### src/verilog/sao_regs.svh
`ifndef SAO_REGS_SVH
`define SAO_REGS_SVH
// Sample format and frame layout
`define SAO_SAMPLE_W     24
`define SAO_SLOTS        8
`define SAO_LINKS        4
`define SAO_FIFO_DEPTH   32
// MSB index of a word, last slot index of a frame
`define SAO_MSB_IDX      5'h17
`define SAO_SLOT_LAST    3'h7
`endif

### src/verilog/sao_pkg.sv
package sao_pkg;
	// One audio sample, sign plus 23 fractional bits
	typedef logic signed [23:0] sao_sample_type;
	// Four serial links grouped together
	typedef struct packed {
		logic [3:0] sdata;
		logic       wsel;
		logic       bclk;
	} sao_link_type;
	// Frame gathering states
	typedef enum logic [1:0] {
		SAO_GATHER = 2'b00,
		SAO_WAIT   = 2'b01,
		SAO_SEND   = 2'b11
	} sao_state_type;
endpackage

### src/verilog/sao_out.sv
`timescale 1ns/1ps
`include "sao_regs.svh"

// Word FIFO with valid/ready on both sides
module sao_fifo #(
	parameter int WIDTH = `SAO_SAMPLE_W,
	parameter int DEPTH = `SAO_FIFO_DEPTH
) (
	input  wire logic             clk_i,
	input  wire logic             rst_b_i,
	input  wire logic [WIDTH-1:0] in_data_i,
	input  wire logic             in_valid_i,
	output logic                  in_ready_o,
	output logic      [WIDTH-1:0] out_data_o,
	output logic                  out_valid_o,
	input  wire logic             out_ready_i
);
	localparam int AW = $clog2(DEPTH);
	// Wrap-bit pointers only work for power-of-two depths
	if (DEPTH < 2 || (1 << AW) != DEPTH) begin : g_bad_depth
		$error("DEPTH must be a power of two");
	end
	logic [WIDTH-1:0] mem [DEPTH];   // Storage
	logic [AW:0]      wp_r, wp_nxt;  // Write pointer with wrap bit
	logic [AW:0]      rp_r, rp_nxt;  // Read pointer with wrap bit
	logic             push, pop;
	// Full when pointers differ only in the wrap bit
	assign in_ready_o  = !((wp_r[AW] != rp_r[AW]) && (wp_r[AW-1:0] == rp_r[AW-1:0]));
	assign out_valid_o = (wp_r != rp_r);
	assign out_data_o  = mem[rp_r[AW-1:0]];
	assign push        = in_valid_i && in_ready_o;
	assign pop         = out_valid_o && out_ready_i;
	// Pointer next values
	always_comb begin
		wp_nxt = push ? wp_r + 1'b1 : wp_r;
		rp_nxt = pop ? rp_r + 1'b1 : rp_r;
	end
	// Pointer registers
	always_ff @(posedge clk_i or negedge rst_b_i) begin
		if (!rst_b_i) begin
			wp_r <= '0;
			rp_r <= '0;
		end else begin
			wp_r <= wp_nxt;
			rp_r <= rp_nxt;
		end
	end
	// Storage write, no reset needed
	always_ff @(posedge clk_i) begin
		if (push) begin
			mem[wp_r[AW-1:0]] <= in_data_i;
		end
	end
endmodule // sao_fifo

module sao_out
	import sao_pkg::*;
#(
	parameter int DEPTH = `SAO_FIFO_DEPTH
) (
	input  wire logic                  clk_i,
	input  wire logic                  rst_b_i,
	input  wire logic [`SAO_SAMPLE_W-1:0] snk_data_i,
	input  wire logic                  snk_valid_i,
	output logic                       snk_ready_o,
	input  wire logic                  bclk_i,
	output logic                       bclk_o,
	output logic                       wsel_o,
	output logic [`SAO_LINKS-1:0]      sdata_o,
	output logic                       irq_o
);
	localparam int CW = $clog2(DEPTH) + 1; // Occupancy count width
	// One frame must fit while the previous one drains
	if (DEPTH < 2 * `SAO_SLOTS) begin : g_small_depth
		$error("DEPTH too small for one frame");
	end
	sao_sample_type   fifo_data;               // FIFO head
	logic             fifo_valid, fifo_ready;  // FIFO drain side
	logic             fifo_in_ready;           // FIFO fill side
	logic [2:0]       bs_r;                    // Bit clock synchroniser
	logic             bprev_r;                 // Last agreed bit clock level
	logic             fall, rise;              // Bit clock edges
	sao_state_type    st_r, st_nxt;            // Frame state
	logic [2:0]       slot_r, slot_nxt;        // Gathered slot index
	sao_sample_type   frame_r   [`SAO_SLOTS];  // Gathered frame
	sao_sample_type   frame_nxt [`SAO_SLOTS];
	sao_sample_type   shl_r     [`SAO_LINKS];  // Per-link shift words
	sao_sample_type   shl_nxt   [`SAO_LINKS];
	logic [4:0]       bit_r, bit_nxt;          // Bit index in word
	logic             ws_r, ws_nxt;            // Word select
	logic             hr_r, hr_nxt;            // Right half loaded
	sao_link_type     lk_r, lk_nxt;            // Registered pins
	logic             rdy_r, rdy_nxt;          // Registered sink ready
	logic [CW-1:0]    cnt_r, cnt_nxt;          // Mirror of FIFO occupancy
	logic             take, drain;             // Sample in, sample out

	// Sink handshake pulls from the upstream source only when room exists
	assign snk_ready_o = rdy_r;
	sao_fifo #(.WIDTH(`SAO_SAMPLE_W), .DEPTH(DEPTH)) u_fifo (
		.clk_i       (clk_i),
		.rst_b_i     (rst_b_i),
		.in_data_i   (snk_data_i),
		.in_valid_i  (snk_valid_i && rdy_r),
		.in_ready_o  (fifo_in_ready),
		.out_data_o  (fifo_data),
		.out_valid_o (fifo_valid),
		.out_ready_i (fifo_ready)
	);
	// Drain only while gathering; frames wait for the DAC timing
	assign fifo_ready = (st_r == SAO_GATHER);
	assign take       = snk_valid_i && rdy_r;
	assign drain      = fifo_valid && fifo_ready;
	// Bit clock edges once stages two and three agree
	assign fall = bprev_r && !bs_r[1] && !bs_r[2];
	assign rise = !bprev_r && bs_r[1] && bs_r[2];

	// Frame gathering and serialising next state
	always_comb begin
		st_nxt    = st_r;
		slot_nxt  = slot_r;
		frame_nxt = frame_r;
		shl_nxt   = shl_r;
		bit_nxt   = bit_r;
		ws_nxt    = ws_r;
		hr_nxt    = hr_r;
		lk_nxt    = lk_r;
		cnt_nxt   = cnt_r + CW'(take) - CW'(drain);
		// Ready from next cycle's occupancy, so an accepted sample is never lost
		rdy_nxt   = (cnt_nxt < CW'(DEPTH));
		unique case (st_r)
			SAO_GATHER: begin
				if (fifo_valid) begin
					frame_nxt[slot_r] = fifo_data;
					slot_nxt = slot_r + 3'h1;
					if (slot_r == `SAO_SLOT_LAST) begin
						st_nxt = SAO_WAIT;
					end
				end
			end
			SAO_WAIT: begin
				// Start at a left slot boundary only
				if (fall && ws_r && bit_r == 5'h0) begin
					st_nxt = SAO_SEND;
				end
			end
			SAO_SEND: begin
				// Frame store is free once the right words are loaded,
				// so the next frame gathers during the right slot
				if (hr_r) begin
					st_nxt = SAO_GATHER;
				end
			end
			default: st_nxt = SAO_GATHER;
		endcase
		// Serialiser free-runs on bit clock falls
		if (fall) begin
			if (bit_r == 5'h0) begin
				ws_nxt  = !ws_r;
				bit_nxt = `SAO_MSB_IDX + 5'h1;
				hr_nxt  = 1'b0;
				for (int k = 0; k < `SAO_LINKS; k++) begin
					// Left slot from even index, right from odd
					shl_nxt[k] = (st_r == SAO_WAIT && ws_r) ? frame_r[2*k] :
						(st_r == SAO_SEND && !ws_r) ? frame_r[2*k+1] : '0;
				end
				hr_nxt = (st_r == SAO_SEND && !ws_r);
			end else begin
				bit_nxt = bit_r - 5'h1;
			end
			// MSB emerges one bit clock after the select change
			for (int k = 0; k < `SAO_LINKS; k++) begin
				lk_nxt.sdata[k] = (bit_r <= `SAO_MSB_IDX) ? shl_r[k][bit_r] : 1'b0;
			end
			lk_nxt.wsel = ws_r;
		end
		lk_nxt.bclk = bs_r[2];
	end

	// State registers
	always_ff @(posedge clk_i or negedge rst_b_i) begin
		if (!rst_b_i) begin
			bs_r    <= '0;
			bprev_r <= 1'b0;
			st_r    <= SAO_GATHER;
			slot_r  <= '0;
			frame_r <= '{default: '0};
			shl_r   <= '{default: '0};
			bit_r   <= '0;
			ws_r    <= 1'b1;
			hr_r    <= 1'b0;
			lk_r    <= '0;
			rdy_r   <= 1'b0;
			cnt_r   <= '0;
			irq_o   <= 1'b0;
		end else begin
			bs_r    <= {bs_r[1:0], bclk_i};
			bprev_r <= (bs_r[1] == bs_r[2]) ? bs_r[2] : bprev_r;
			st_r    <= st_nxt;
			slot_r  <= slot_nxt;
			frame_r <= frame_nxt;
			shl_r   <= shl_nxt;
			bit_r   <= bit_nxt;
			ws_r    <= ws_nxt;
			hr_r    <= hr_nxt;
			lk_r    <= lk_nxt;
			rdy_r   <= rdy_nxt;
			cnt_r   <= cnt_nxt;
			irq_o   <= 1'b0;
		end
	end
	assign bclk_o  = lk_r.bclk;
	assign wsel_o  = lk_r.wsel;
	assign sdata_o = lk_r.sdata;

	// Checks
	frame_count_a: assert property (@(posedge clk_i) disable iff (!rst_b_i)
		(st_r == SAO_GATHER && st_nxt == SAO_WAIT) |-> slot_r == `SAO_SLOT_LAST)
		else $error("frame closed at wrong slot");
	no_pull_a: assert property (@(posedge clk_i) disable iff (!rst_b_i)
		st_r != SAO_GATHER |-> !fifo_ready)
		else $error("drain outside gather");
	irq_low_a: assert property (@(posedge clk_i) disable iff (!rst_b_i)
		!irq_o)
		else $error("irq raised");
	ws_toggle_a: assert property (@(posedge clk_i) disable iff (!rst_b_i)
		(fall && bit_r == 5'h0) |=> ws_r != $past(ws_r))
		else $error("word select did not toggle");
	send_start_a: assert property (@(posedge clk_i) disable iff (!rst_b_i)
		(st_r == SAO_WAIT && st_nxt == SAO_SEND) |=> !ws_r)
		else $error("frame did not start on left");
	ready_fifo_a: assert property (@(posedge clk_i) disable iff (!rst_b_i)
		snk_ready_o |-> fifo_in_ready)
		else $error("ready without room");
	frame_c: cover property (@(posedge clk_i) disable iff (!rst_b_i)
		st_r == SAO_SEND ##1 st_r == SAO_GATHER);
	full_c: cover property (@(posedge clk_i) disable iff (!rst_b_i) !fifo_in_ready);
	pull_c: cover property (@(posedge clk_i) disable iff (!rst_b_i)
		snk_valid_i && snk_ready_o);
endmodule // sao_out

### config.mk
export PLATFORM = sky130hd
export DESIGN_NAME = sao_out
export DESIGN_NICKNAME = d
export VERILOG_FILES = /design/src/verilog/sao_pkg.sv /design/src/verilog/sao_out.sv
export VERILOG_INCLUDE_DIRS = /design/src /design/src/verilog
export SDC_FILE = /design/constraint.sdc
export NUM_CORES = 1
export LEC_CHECK = 0
export BUFFER_PORTS_ARGS = -buffer_cell sky130_fd_sc_hd__buf_2
export CORE_UTILIZATION = 63
export DETAILED_ROUTE_END_ITERATION = 16
export MAX_ROUTING_LAYER = met4
export PLACE_DENSITY = 0.9
export SLEW_MARGIN = 5
export SYNTH_ARGS = -nofsm -noshare
export SYNTH_HDL_FRONTEND = slang
export SYNTH_HIERARCHICAL = 1
export SYNTH_SLANG_ARGS = --single-unit
export TNS_END_PERCENT = 50
### constraint.sdc
create_clock -name clk_i -period 3.2 [get_ports clk_i]
set_clock_uncertainty 0.05 [all_clocks]
set_input_delay 0.8 -clock clk_i [delete_from_list [all_inputs] [get_ports clk_i]]
set_output_delay 0.8 -clock clk_i [all_outputs]
set_load 0.005 [all_outputs]
==> reports/metrics.cfg <==
[timing]
fin_setup_tns_ns=0
setup_ws_ns=0.0453
hold_viol_final=0
period_needed_ns=3.15
max_freq_mhz=317
slew_viol_final=0
whs_ns=0.108
slew_headroom_pct=42.6
finalCritPeriodShare_pct=98.6
worst_pin_slew_ns=0.853
finalSetupViolations=0

[routing]
vias_per_cell=7.07
drc_errors=0
postRouteAntennaNets=0
drtPass1Iterations=9
vias=23900
wl_per_cell_um=32.1
drt_iter0_drc=3346
drt-total-wl_um=109000

[final_layout]
area_growth_pct=12.3
layout.nets=2466
mostFrequentLayoutCells=edfxtp_1 (768), dfrtp_1 (326), mux4_2 (208)
layout_commonest_cell=edfxtp_1
instances_no_fill=3383
drive_above_1_share_pct=30.9

[worst_setup_path]
cp_top_family=buffers and inverters
critical_path.cell_chain=buf_16, buf_4, mux4_2, o22ai_1, nor4_1, buf_4, mux2_2
reg2reg_slack_ns=0.05
path_class=reg2reg
r2r_end=frame_r[90]$_DFFE_PN0P_
crit_buf_inv=3
cpPeakStageDelay_ns=0.60
worst_setup_path_end_kind=flop
rr_startpoint=u_fifo/rp_r[0]$_DFFE_PN0P_
cp_slowest_cell=mux4_2
crit_path_start_kind=flop
critPathArrivalTime_ns=3.64
required_ns=3.69
reg2regPathDepth=7
crit_fanout=53
path_common_cell=buf_4

[placed_design]
placed_cells=3189
io_buffers=34
place_hpwl_um=58900
routabilityCongestion=0.875
place_worst_setup_slack_ns=0.200

[floorplanning]
io_pins=36
die_area_um2=69400
chipHeight_um=263
initial_core_util_pct=63.9
coreArea_um2=67400
rows=95
dieWidth_um=263

[worst_hold_path]
hold_class=in2async

[cts]
cts_buffers=103
post_cts_buffers=0
max-clock-path-buffers=3
htreeDepth=3
cts_tree=done
cts_root_buf=clkbuf_16
clk_pin_slew_ns=0.06
clock_latency_ns=0.67
clkSinkCount=1097

[power_and_ir_drop]
power.total_mw=28.3
leakage_nw=17.5
p_per_area_nw_per_um2=585
vdd_drop_max_uv=568

[global_route]
grt_pass1_wl_um=162000
antenna_found_initial=2
grt_max_degree=99
grt.total_usage_pct=33.1
grt_pass1_vias=24800
grt_overflow=0

[yosys]
synthCells=2307
synth_fp_nets=2352
syn_area_um2=43100
synth_area_per_cell_um2=18.7
yosysWarningCount=6

[status]
status=finished, final reports clean

[job]
max-cap-violations=0

-- layer usage --
layer  vias up  GRT usage, %  wire, um
met5         -             -         0
met4         0          15.8      5440
met3       397          5.62     11200
met2      1827          51.9     53600
met1     12200          42.6     38300
li1       9441             -         -
-- through the flow --
| step | utilization, % | instance area [um^2] |
|---|---|---|
| 6_report | 71.8 | 48400 |
| 5_1_grt | 71.8 | 48400 |
| 4_1_cts | 71.8 | 48400 |
| 3_5_place_dp | 66.9 | 45100 |
| 3_3_place_gp | 66.9 | 45100 |
| 2_1_floorplan | - | 43100 |
-- registers in the layout, summed over array words and instances, names as in the netlist --
name         cells
bclk_o           1
sdata_o          4
shl_r           96
st_r             2
bit_r            5
bs_r             3
cnt_r            6
snk_ready_o      1
u_fifo/mem     768
u_fifo/rp_r      6
u_fifo/wp_r      6
hr_r             1
frame_r        192
slot_r           3
ws_r             1
bprev_r          1
wsel_o           1
-- where the power goes --
part | internal [mW] | total [mW] | switching, mW | leakage, nW
clock network | 6.80 | 12.1 | 5.26 | 1.61
logic | 0.278 | 0.852 | 0.574 | 4.62
registers | 15.3 | 15.4 | 0.129 | 11.3
-- timing repair --
action	4_1_cts	5_1_grt
resized for setup	0	1
hold buffers	0	0
setup endpoints to repair	0	8
-- worst max path at each step --
stage | from | endpoint | slack (ns) | depth (start not counted)
after floorplan | u_fifo/rp_r[0]$_DFFE_PN0P_ | u_fifo/mem[30][0]$_DFFE_PP_ | 0.39 | 8
after global placement | u_fifo/rp_r[0]$_DFFE_PN0P_ | frame_r[42]$_DFFE_PN0P_ | 0.31 | 7
after detailed placement | u_fifo/rp_r[0]$_DFFE_PN0P_ | frame_r[90]$_DFFE_PN0P_ | 0.20 | 7
after CTS | u_fifo/rp_r[0]$_DFFE_PN0P_ | frame_r[96]$_DFFE_PN0P_ | 0.10 | 7
after global routing | u_fifo/rp_r[0]$_DFFE_PN0P_ | frame_r[90]$_DFFE_PN0P_ | -0.008 | 7
final | u_fifo/rp_r[0]$_DFFE_PN0P_ | frame_r[90]$_DFFE_PN0P_ | 0.05 | 7
-- cell type report --
| cell class | instances | area, um^2 |
|---|---|---|
| Sequential cell | 1097 | 31300 |
| Inverter | 17 | 63.8 |
| Antenna cell | 2 | 5.00 |
| Timing Repair Buffer | 150 | 1620 |
| Tap cell | 873 | 1090 |
| Clock buffer | 137 | 2800 |
| Multi-Input combinational cell | 1052 | 11000 |
| Clock inverter | 55 | 498 |
| Fill cell | 3521 | 19000 |
(Power assumes the default switching activity.)
